$ cat src/core/pac_pkg.sv
/*
 * Package for the pipelined converter control and status block:
 * timing counts, state encoding and the output word carrier.
 * Assumes a 50 MHz conversion clock on pclk.
 */
package pac_pkg;

	localparam int          CLK_MHZ          = 50;
	localparam int          DATA_W           = 12;
	// Calibration length in conversion clock cycles
	localparam int          CAL_CYCLES       = 4000;
	// Least calibration request length in cycles
	localparam int          CAL_REQ_CYCLES   = 3;
	// Wake delay in ns, and its cycle count
	localparam int          WAKE_DELAY_NS    = 1000;
	localparam int          WAKE_CYCLES      =
		(WAKE_DELAY_NS * CLK_MHZ) / 1000;
	// Fixed pipeline latency in cycles
	localparam int          PIPE_DEPTH       = 6;
	// APB register offsets
	localparam logic [11:0] CTRL_OFFSET      = 12'h0000;
	localparam logic [11:0] STATUS_OFFSET    = 12'h0004;
	localparam logic [11:0] DATA_OFFSET      = 12'h0008;
	// CTRL fields
	localparam int          CTRL_NOE_BIT     = 0;
	localparam int          CTRL_PD_BIT      = 1;
	localparam int          CTRL_CAL_BIT     = 2;
	localparam logic [31:0] CTRL_RESET       = 32'h0000_0001;
	// STATUS fields
	localparam int          STAT_READY_BIT   = 0;
	localparam int          STAT_OR_BIT      = 1;
	localparam int          STAT_STATE_LSB   = 4;

	typedef enum logic [1:0] {
		ST_CAL  = 2'b00,
		ST_RUN  = 2'b01,
		ST_PD   = 2'b10,
		ST_WAKE = 2'b11
	} pac_state_t;

	typedef struct packed {
		logic              out_of_range;
		logic [DATA_W-1:0] code;
	} pac_word_t;

endpackage : pac_pkg

$ cat src/core/pac_core.sv
/*
 * Control and status wrapper of a 12-bit pipelined converter: output
 * enable, power-down and wake, calibration sequencing, ready and
 * out-of-range flags, and a straight-binary result stream.
 * Assumes a free-running conversion clock and a sampled input word
 * from the analog front end, plus an APB master for the registers.
 */
// Overview of operation
// - Enable low drives data and flag outputs
// - Enable high floats all output buffers
// - Power-down high halts conversion, low power
// - Resume conversion within wake delay after power-down
// - Power-down corrupts pipeline; early results invalid
// - Ready high only when able to convert
// - Out-of-range outside ground to reference, inclusive
// - Result is 12-bit unsigned straight binary
// - Calibration lasts 4000 clock cycles
// - Calibrate at power-on and on request
// - One result per clock, fixed latency
`timescale 1ns/1ns
`default_nettype none
module pac_core
	import pac_pkg::*;
(
	// Clock and reset
	input  wire logic              pclk,
	input  wire logic              presetn,
	// APB slave
	input  wire logic              psel,
	input  wire logic              penable,
	input  wire logic              pwrite,
	input  wire logic [11:0]       paddr,
	input  wire logic [31:0]       pwdata,
	output logic      [31:0]       prdata,
	output logic                   pready,
	output logic                   pslverr,
	// Pins from the host
	input  wire logic              output_enable_n,
	input  wire logic              power_down_request,
	input  wire logic              cal_request,
	// Sampled analog input, signed with guard bits
	input  wire logic signed [13:0] sample_in,
	input  wire logic [13:0]       ref_level,
	// Output pins, with their enables
	output logic [DATA_W-1:0]      data_out,
	output logic                   data_oe,
	output logic                   ready_out,
	output logic                   out_of_range,
	output logic                   flags_oe,
	// Buffered result stream
	output logic                   res_valid,
	input  wire logic              res_ready,
	output pac_word_t              res_word
);

	pac_state_t          state_ff, nxt_state;
	logic [11:0]         cnt_ff, nxt_cnt;
	logic [1:0]          calq_ff, nxt_calq;
	logic [PIPE_DEPTH-1:0] vpipe_ff, nxt_vpipe;
	pac_word_t           pipe_ff [PIPE_DEPTH];
	pac_word_t           nxt_pipe [PIPE_DEPTH];
	logic [31:0]         ctrl_ff, nxt_ctrl;
	logic [31:0]         prdata_ff, nxt_prdata;
	logic                pready_ff, nxt_pready;
	logic                pslverr_ff, nxt_pslverr;
	logic [DATA_W-1:0]   dout_ff, nxt_dout;
	logic                rdy_ff, nxt_rdy;
	logic                or_ff, nxt_or;
	logic                oe_ff, nxt_oe;
	pac_word_t           buf_ff [2];
	pac_word_t           nxt_buf [2];
	logic [1:0]          bcnt_ff, nxt_bcnt;
	logic                vld_ff, nxt_vld;
	logic                pd_req;
	logic                cal_req;
	logic                conv_en;
	logic                enc_or;
	logic [DATA_W-1:0]   enc_code;
	logic                in_push;
	logic                out_pop;
	logic                hdr_wr;
	logic                apb_acc;

	// Counters run from zero, so each ends one short
	localparam logic [11:0] CAL_LAST  = 12'(CAL_CYCLES - 1);
	localparam logic [11:0] WAKE_LAST = 12'(WAKE_CYCLES - 1);

	// Pin and register requests are or'ed together
	assign pd_req  = power_down_request | ctrl_ff[CTRL_PD_BIT];
	assign cal_req = cal_request | ctrl_ff[CTRL_CAL_BIT];
	assign conv_en = (state_ff == ST_RUN);

	// Out-of-range and straight-binary coding
	always_comb begin
		enc_or   = (sample_in < 0) ||
			($unsigned(sample_in) > ref_level);
		if (sample_in < 0)
			enc_code = '0;
		// A reference above full scale clips the code, never wraps
		else if (enc_or || sample_in[DATA_W+1:DATA_W] != 2'b00)
			enc_code = '1;
		else
			enc_code = sample_in[DATA_W-1:0];
	end

	// Sequencer
	always_comb begin
		nxt_state = state_ff;
		nxt_cnt   = cnt_ff;
		// Saturating count: a held request starts one calibration
		nxt_calq  = cal_req ? ((calq_ff == 2'b11) ? calq_ff
			: 2'(calq_ff + 2'd1)) : 2'b00;
		case (state_ff)
			ST_CAL: begin
				// Calibration cannot be cut short by power-down
				if (cnt_ff == CAL_LAST) begin
					nxt_cnt   = '0;
					nxt_state = pd_req ? ST_PD : ST_RUN;
				end else begin
					nxt_cnt = 12'(cnt_ff + 12'd1);
				end
			end
			ST_RUN: begin
				if (pd_req) begin
					nxt_state = ST_PD;
				end else if (cal_req &&
					calq_ff == 2'(CAL_REQ_CYCLES - 1)) begin
					nxt_state = ST_CAL;
					nxt_cnt   = '0;
				end
			end
			ST_PD: begin
				nxt_cnt = '0;
				if (!pd_req)
					nxt_state = ST_WAKE;
			end
			ST_WAKE: begin
				// Power-down again restarts the wake count
				if (pd_req) begin
					nxt_state = ST_PD;
				end else if (cnt_ff == WAKE_LAST) begin
					nxt_state = ST_RUN;
					nxt_cnt   = '0;
				end else begin
					nxt_cnt = 12'(cnt_ff + 12'd1);
				end
			end
			default: nxt_state = ST_CAL;
		endcase
	end

	always_ff @(posedge pclk or negedge presetn) begin
		if (!presetn) begin
			state_ff <= ST_CAL;
			cnt_ff   <= '0;
			calq_ff  <= '0;
		end else begin
			state_ff <= nxt_state;
			cnt_ff   <= nxt_cnt;
			calq_ff  <= nxt_calq;
		end
	end

	// Conversion pipeline
	always_comb begin
		nxt_vpipe = {vpipe_ff[PIPE_DEPTH-2:0], conv_en};
		nxt_pipe[0].code         = enc_code;
		nxt_pipe[0].out_of_range = enc_or;
		for (int i = 1; i < PIPE_DEPTH; i++)
			nxt_pipe[i] = pipe_ff[i-1];
		// Samples still shift while halted; only validity is lost
		if (!conv_en)
			nxt_vpipe = '0;
	end

	always_ff @(posedge pclk or negedge presetn) begin
		if (!presetn) begin
			vpipe_ff <= '0;
			for (int i = 0; i < PIPE_DEPTH; i++)
				pipe_ff[i] <= '0;
		end else begin
			vpipe_ff <= nxt_vpipe;
			for (int i = 0; i < PIPE_DEPTH; i++)
				pipe_ff[i] <= nxt_pipe[i];
		end
	end

	// Pin outputs, all on one edge
	always_comb begin
		nxt_dout = pipe_ff[PIPE_DEPTH-1].code;
		nxt_or   = pipe_ff[PIPE_DEPTH-1].out_of_range;
		// Ready waits for a full pipeline of valid samples
		nxt_rdy  = conv_en && vpipe_ff[PIPE_DEPTH-1];
		nxt_oe   = !output_enable_n;
	end

	always_ff @(posedge pclk or negedge presetn) begin
		if (!presetn) begin
			dout_ff <= '0;
			or_ff   <= 1'b0;
			rdy_ff  <= 1'b0;
			oe_ff   <= 1'b0;
		end else begin
			dout_ff <= nxt_dout;
			or_ff   <= nxt_or;
			rdy_ff  <= nxt_rdy;
			oe_ff   <= nxt_oe;
		end
	end

	assign data_out     = dout_ff;
	assign out_of_range = or_ff;
	assign ready_out    = rdy_ff;
	assign data_oe      = oe_ff;
	assign flags_oe     = oe_ff;

	// Two-entry result buffer; a stalled reader drops later words
	assign in_push = vpipe_ff[PIPE_DEPTH-1] && conv_en &&
		(bcnt_ff != 2'd2);
	assign out_pop = res_ready && (bcnt_ff != 2'd0);

	always_comb begin
		nxt_buf  = buf_ff;
		nxt_bcnt = bcnt_ff;
		if (out_pop) begin
			nxt_buf[0] = buf_ff[1];
			nxt_bcnt   = 2'(nxt_bcnt - 2'd1);
		end
		if (in_push) begin
			nxt_buf[nxt_bcnt[0]] = pipe_ff[PIPE_DEPTH-1];
			nxt_bcnt = 2'(nxt_bcnt + 2'd1);
		end
		// Valid is registered so the stream pins leave flops
		nxt_vld = (nxt_bcnt != 2'd0);
	end

	always_ff @(posedge pclk or negedge presetn) begin
		if (!presetn) begin
			buf_ff[0] <= '0;
			buf_ff[1] <= '0;
			bcnt_ff   <= '0;
			vld_ff    <= 1'b0;
		end else begin
			buf_ff  <= nxt_buf;
			bcnt_ff <= nxt_bcnt;
			vld_ff  <= nxt_vld;
		end
	end

	assign res_valid = vld_ff;
	assign res_word  = buf_ff[0];

	// APB slave, one wait state
	assign apb_acc = psel && penable && !pready_ff;
	assign hdr_wr  = psel && penable && pwrite && pready_ff;

	always_comb begin
		nxt_ctrl    = ctrl_ff;
		nxt_prdata  = prdata_ff;
		nxt_pslverr = 1'b0;
		nxt_pready  = apb_acc;
		// A write lands only on the edge that completes the transfer
		if (hdr_wr && paddr == CTRL_OFFSET)
			nxt_ctrl = {29'h0, pwdata[2:0]};
		if (apb_acc) begin
			if (paddr == CTRL_OFFSET)
				nxt_prdata = ctrl_ff;
			else if (paddr == STATUS_OFFSET)
				nxt_prdata = {26'h0, state_ff, 2'b00, or_ff, rdy_ff};
			else if (paddr == DATA_OFFSET)
				nxt_prdata = {20'h0, dout_ff};
			else begin
				nxt_prdata  = '0;
				nxt_pslverr = 1'b1;
			end
		end
	end

	always_ff @(posedge pclk or negedge presetn) begin
		if (!presetn) begin
			ctrl_ff    <= CTRL_RESET;
			prdata_ff  <= '0;
			pready_ff  <= 1'b0;
			pslverr_ff <= 1'b0;
		end else begin
			ctrl_ff    <= nxt_ctrl;
			prdata_ff  <= nxt_prdata;
			pready_ff  <= nxt_pready;
			pslverr_ff <= nxt_pslverr;
		end
	end

	assign prdata  = prdata_ff;
	assign pready  = pready_ff;
	assign pslverr = pslverr_ff;

endmodule : pac_core
`default_nettype wire

$ cat config.mk
export PLATFORM = sky130hd
export DESIGN_NAME = pac_core
export DESIGN_NICKNAME = d
export VERILOG_FILES = /design/src/core/pac_pkg.sv /design/src/core/pac_core.sv
export SDC_FILE = /design/constraint.sdc
export NUM_CORES = 1
export LEC_CHECK = 0
export CAP_MARGIN = 20
export CELL_PAD_IN_SITES_DETAIL_PLACEMENT = 0
export CELL_PAD_IN_SITES_GLOBAL_PLACEMENT = 1
export CORE_MARGIN = 3
export CORE_UTILIZATION = 40
export DETAILED_ROUTE_END_ITERATION = 6
export DONT_BUFFER_PORTS = 1
export PLACE_DENSITY_LB_ADDON = 0.1
export SKIP_CTS_REPAIR_TIMING = 1
export SYNTH_ARGS = -nofsm -noshare
export SYNTH_HDL_FRONTEND = slang
export SYNTH_SLANG_ARGS = --single-unit
$ cat constraint.sdc
create_clock -name pclk -period 2.87 [get_ports pclk]
set_input_delay 0.1435 -clock pclk [delete_from_list [all_inputs] [get_ports pclk]]
set_output_delay 0.1435 -clock pclk [all_outputs]
set_load 0.1 [all_outputs]
# Word level (Yosys, flattened, before mapping)
# Cells that the tools add are included.
# classes
n_reduce_logical,21
mux,33
n_eq_ne,18
add_sub_neg,4
bitwise_logic,3
n_lt_le_gt_ge,4
# ops
op,count
$mux W12,10
$pmux W12 S4,1
$bwmux W26,1
$mux W13,2
$mux W26,1
$mux W2,11
$gt A14 B14 Y1,1
$lt A14 B1 Y1 const B,1
$demux W13 S1,1
$add A12 B1 Y12 const B,1
$eq A12 B12 Y1 const B,1
$eq A12 B3 Y1 const B,1
$eq A12 B4 Y1 const B,1
$eq A12 B6 Y1 const B,1
$logic_not A12 Y1,1
$ne A2 B2 Y1 const B,6
$logic_and A1 B1 Y1,10
$eq A2 B2 Y1 const B,4
$pmux W2 S4,1
$mux W6,1
$reduce_bool A2 Y1,3
$add A2 B1 Y2 const B,2
$mux W1,4
$reduce_and A4 Y1,1
13 further kinds,16
# word_totals
wordCells,113
input_bits,81
ff_bits,181
out_inout_bits,64

# Longest topological paths before layout
# depth
ltp_word,10
depth_mapped,10
ltp_nobuf,7

# Worst setup path after synthesis
# OpenSTA, ideal clock, no wires.
# synth_timing
path_type,register to register
startpoint,reg bcnt_ff[0]
endpoint,reg with a tool-made name
stages_incl_launch_ff,9
required_time_ns,2.745
setup_time_ns,0.125
arrival_time_ns,1.982
synth_period_minus_slack_ns,2.107
path_buffers,2
slack_ns,0.763
path_cell_list,dfrtp_1 inv_1 ha_1 nor2b_1 buf_2 xnor2_1 ha_1 buf_1 mux2_2
# synth_rtl
element,line,text
start: declaration,pac_core.sv:72,"logic [1:0] bcnt_ff, nxt_bcnt;"
start signal: assignment,pac_core.sv:245,bcnt_ff <= nxt_bcnt;

# Worst setup path in the final report
# layout_timing
startpoint,reg cnt_ff[11]
endpoint,reg cnt_ff[6]
# layout_via
elab_chain_len,4
elab_cells_between_ends,6
classes_between,eq/ne (2); mux (4)
# layout_rtl
element,line,text
start: declaration,pac_core.sv:57,"logic [11:0] cnt_ff, nxt_cnt;"
start signal: assignment,pac_core.sv:159,cnt_ff <= nxt_cnt;
$eq A12 B6 Y1,pac_core.sv:141,end else if (cnt_ff == WAKE_LAST) begin
$mux W12,pac_core.sv:141,
$mux W12,pac_core.sv:139,if (pd_req) begin
$pmux W12 S4 (*),pac_core.sv:113,case (state_ff)
# Mark *: on every way between the ends. The rest lies on a longest branch, timed or not. The select of a mux whose other input is x is not followed.
# A chain may end at the register's enable or synchronous reset.

==> summary.txt <==
CTS
  – Sink Count: about 160
  – # H-tree levels: 4
  – Clk pin slew, worst setup/hold paths: about 0.060 ns
  – Skew-Pair Late Insertion Delay: between 0.4 and 0.5 ns
  – Max Buffers Root-to-Sink: 2
  – Cts bufs inserted: 17
  – CTS tree: yes
  – Root buf cell: clkbuf_16

Yosys
  – Sequential share of the synthesized area: 63.37%
  – Synth async-reset ratio: 100.0%
  – Synthesized flop and latch total: 161
  – Post-synthesis cell type count: 55
  – Main synth FF type: dfrtp_1
  – Post-Syn Area: around 6400 sq um
  – Synth Instances: 512
  – Post-synth EDFFs: 0
  – Yosys warnings: 0
  – Average size of a mapped cell: 12.42 sq um

Timing
  – Fmax: 0.4372 GHz
  – Crit share post-route: between 70 and 80%
  – Max transition margin: 37.60%
  – RSZ-0062 raised after global routing: no
  – Sum Neg Setup Slack: 0 ns
  – Final Setup Violations: 0
  – Period minus WS final: 2.287 ns
  – Fin. Hold Viols: 161
  – Worst Max-Slew Pin Slew: 0.9388 ns
  – Clock Skew: 0.01682 ns
  – Slew Limit Fails: 0
  – Worst hold slack: -0.5738 ns

Final layout
  – Post-layout nets: 661
  – Finished Layout Cells: slightly below 800
  – # diodes: 0
  – Share of layout cells above drive strength 1: about 15%
  – # fillers: 1391
  – Area Growth Syn to Fin: 16.21%

Critical path
  – Reg2reg setup slack: 0.58 ns
  – CP Max Fanout: 8
  – Critical path endpoint category: register
  – Kind of critical path: register to register
  – Reg2reg end: cnt_ff[6]
  – WP data required: 3.18 ns
  – Reg2reg path depth: 5
  – Startpoint Class: register
  – CP Data Arrival Time: 2.59 ns
  – Worst r2r src: cnt_ff[11]

GRT
  – Largest net degree at the start of global routing: 162
  – Vias in the first global route: 3658
  – GRT Residual Overflow: 0
  – Global-route wire length before repair: 18740 um
  – Initial antenna violation count: 0
  – GRT Total Usage: 13.45%

Drt
  – Initial DRC count: around 160
  – Drt first pass iters: 4
  – Via count: ~3700
  – Post-route ant nets: 0
  – DRC violations left: 0
  – Final wirelength: 11170 um
  – Wire per inst: 14.38 um
  – Vias per Instance: 4.721

Floorplanning
  – Die height: 132.1 um
  – Die X: about 130 um
  – Starting Density: a little over 40%
  – IO Count: 145
  – DIE AREA: between 15000 and 20000 sq um
  – Site row count: 45
  – Core Footprint: 15370 sq um

Placed design
  – Post-DP HPWL: 7321 um
  – IO buf count: 0
  – Routability-driven placement congestion ratio: ~0.80
  – Dpl cells: slightly above 700

Run status
  – Violated checks: hold timing
  – Status: complete, but fails checks

Hold path
  – HP Class: input port to asynchronous set/reset pin

Power and ir drop
  – PD cells: 743.3 nW/um^2
  – Overall Power: between 5000 and 6000 uW
  – Worst VDD drop: approximately 0.46 mV
  – Lkg Pwr: about 0.0036 uW

Flow run
  – Max Cap Viol: 0
==> sequential cells by signal (all words and copies together), names as in the netlist, 2 cells and up, named ones only <==
name,flops
cnt_ff,12
calq_ff,2
bcnt_ff,2
res_word,13
nxt_dout,12
ctrl_ff,3
vpipe_ff,6
data_out,12
nxt_pipe,65
prdata,12
state_ff,2
==> synthesized netlist by cell type, drive strengths merged, types with 7 or more instances <==
| master | instances | area [sq um] |
|---|---|---|
| dfrtp | 160 | 4004 |
| nor2 | 42 | 157.7 |
| buf | 39 | 286.5 |
| a21oi | 35 | 175.2 |
| inv | 27 | 101.4 |
| ha | 26 | 325.3 |
| nand2 | 21 | 81.33 |
| o21ai | 19 | 95.09 |
| mux2i | 17 | 170.2 |
| mux2 | 16 | 180.2 |
| nand3 | 13 | 65.06 |
| clkbuf | 10 | 37.54 |
| a22o | 7 | 61.31 |
| and2 | 7 | 43.79 |
==> cell type report <==
type / count / area, sq um / area share (%)
Timing Repair Buffer: 53 / 455.4 / 6.162
Clock inverter: 11 / 103.9 / 1.405
Inverter: 27 / 101.3 / 1.371
Multi-Input combinational cell: 294 / 1978 / 26.76
Sequential cell: 161 / 4031 / 54.55
Clock buffer: 20 / 456.7 / 6.179
Tap cell: 211 / 264.0 / 3.572
==> worst max-delay path, stage by stage (launching register included) <==
cell,delay [ns]
dfrtp_1,0.43
or4_4,0.58
o41ai_4,0.55
or2_1,0.36
o21ai_1,0.11
o2bb2ai_1,0.14
==> through the flow <==
| stage | area, sq um | util (%) | setup slack, ns |
|---|---|---|---|
| after CTS | 7161 | 46.59 | 0.6052 |
| after global routing | 7391 | 48.08 | 0.4082 |
| after floorplan | 6431 | - | 0.7632 |
| after detailed placement | 6600 | 42.94 | 0.6136 |
| after global placement | 6600 | 42.94 | 0.6289 |
| final | 7391 | 48.08 | 0.5826 |
==> cell usage in the layout, fill, tap and decap left out, types with 3 or more instances in the layout <==
master	n
dfrtp_1	159
nor2_1	42
a21oi_1	35
buf_4	30
inv_1	27
ha_1	26
dlygate4sd3_1	23
nand2_1	20
conb_1	20
mux2i_1	17
clkbuf_16	17
mux2_2	16
nand3_1	13
o21ai_1	11
o21ai_0	8
and2_1	7
a22o_1	7
nor3_1	5
o31ai_1	5
nand2b_1	4
nor4_1	4
nor2b_1	3
nand4_1	3
xor2_1	3
nor3b_1	3
or4_1	3
or3_1	3
o2bb2ai_1	3
inv_6	3
clkinv_2	3
==> logic make-up (layout without fill, tap and decap cells) <==
kind of cell / after synthesis / in the layout / share of synthesized area (%)
flops: 161 / 161 / 63.37
xor+xnor: 5 / 5 / 0.6887
fa+ha+maj: 26 / 26 / 5.115
buf+inv: 76 / 111 / 6.689
mux: 33 / 33 / 5.508
simple gates: 124 / 124 / 9.777
compound gates: 86 / 86 / 8.794
other cells: 1 / 20 / 0.05896
==> routing by layer <==
layer  share of wire (%)  vias to the layer above  track usage (%)
met1                  48                     1754            18.11
met3                 6.1                       13            5.000
met4                 1.5                        0            6.184
met2                  44                      112            19.41
met5                   0                        -                0
li1                    -                     1789                -
==> how the worst max path moves through the flow <==
stage / startpoint / endpoint / slack, ns / depth (start not counted)
after floorplan: bcnt_ff[0] / register / 0.76 / 8
after global placement: cnt_ff[11] / cnt_ff[6] / 0.63 / 5
after detailed placement: cnt_ff[11] / cnt_ff[1] / 0.61 / 5
after CTS: cnt_ff[11] / cnt_ff[6] / 0.61 / 5
after global routing: state_ff[1] / cnt_ff[11] / 0.41 / 7
final: cnt_ff[11] / cnt_ff[6] / 0.58 / 5
==> report_power, final <==
group / internal [uW] / total [uW] / switching, uW / leakage [uW]
registers: 2450 / 2700 / 254 / 0.00202
clock network: 1240 / 2120 / 882 / 0.000273
logic: 243 / 672 / 429 / 0.00128
total: 3930 / 5490 / 1560 / 0.00357
Note: power is estimated with default switching activity, not from simulation.
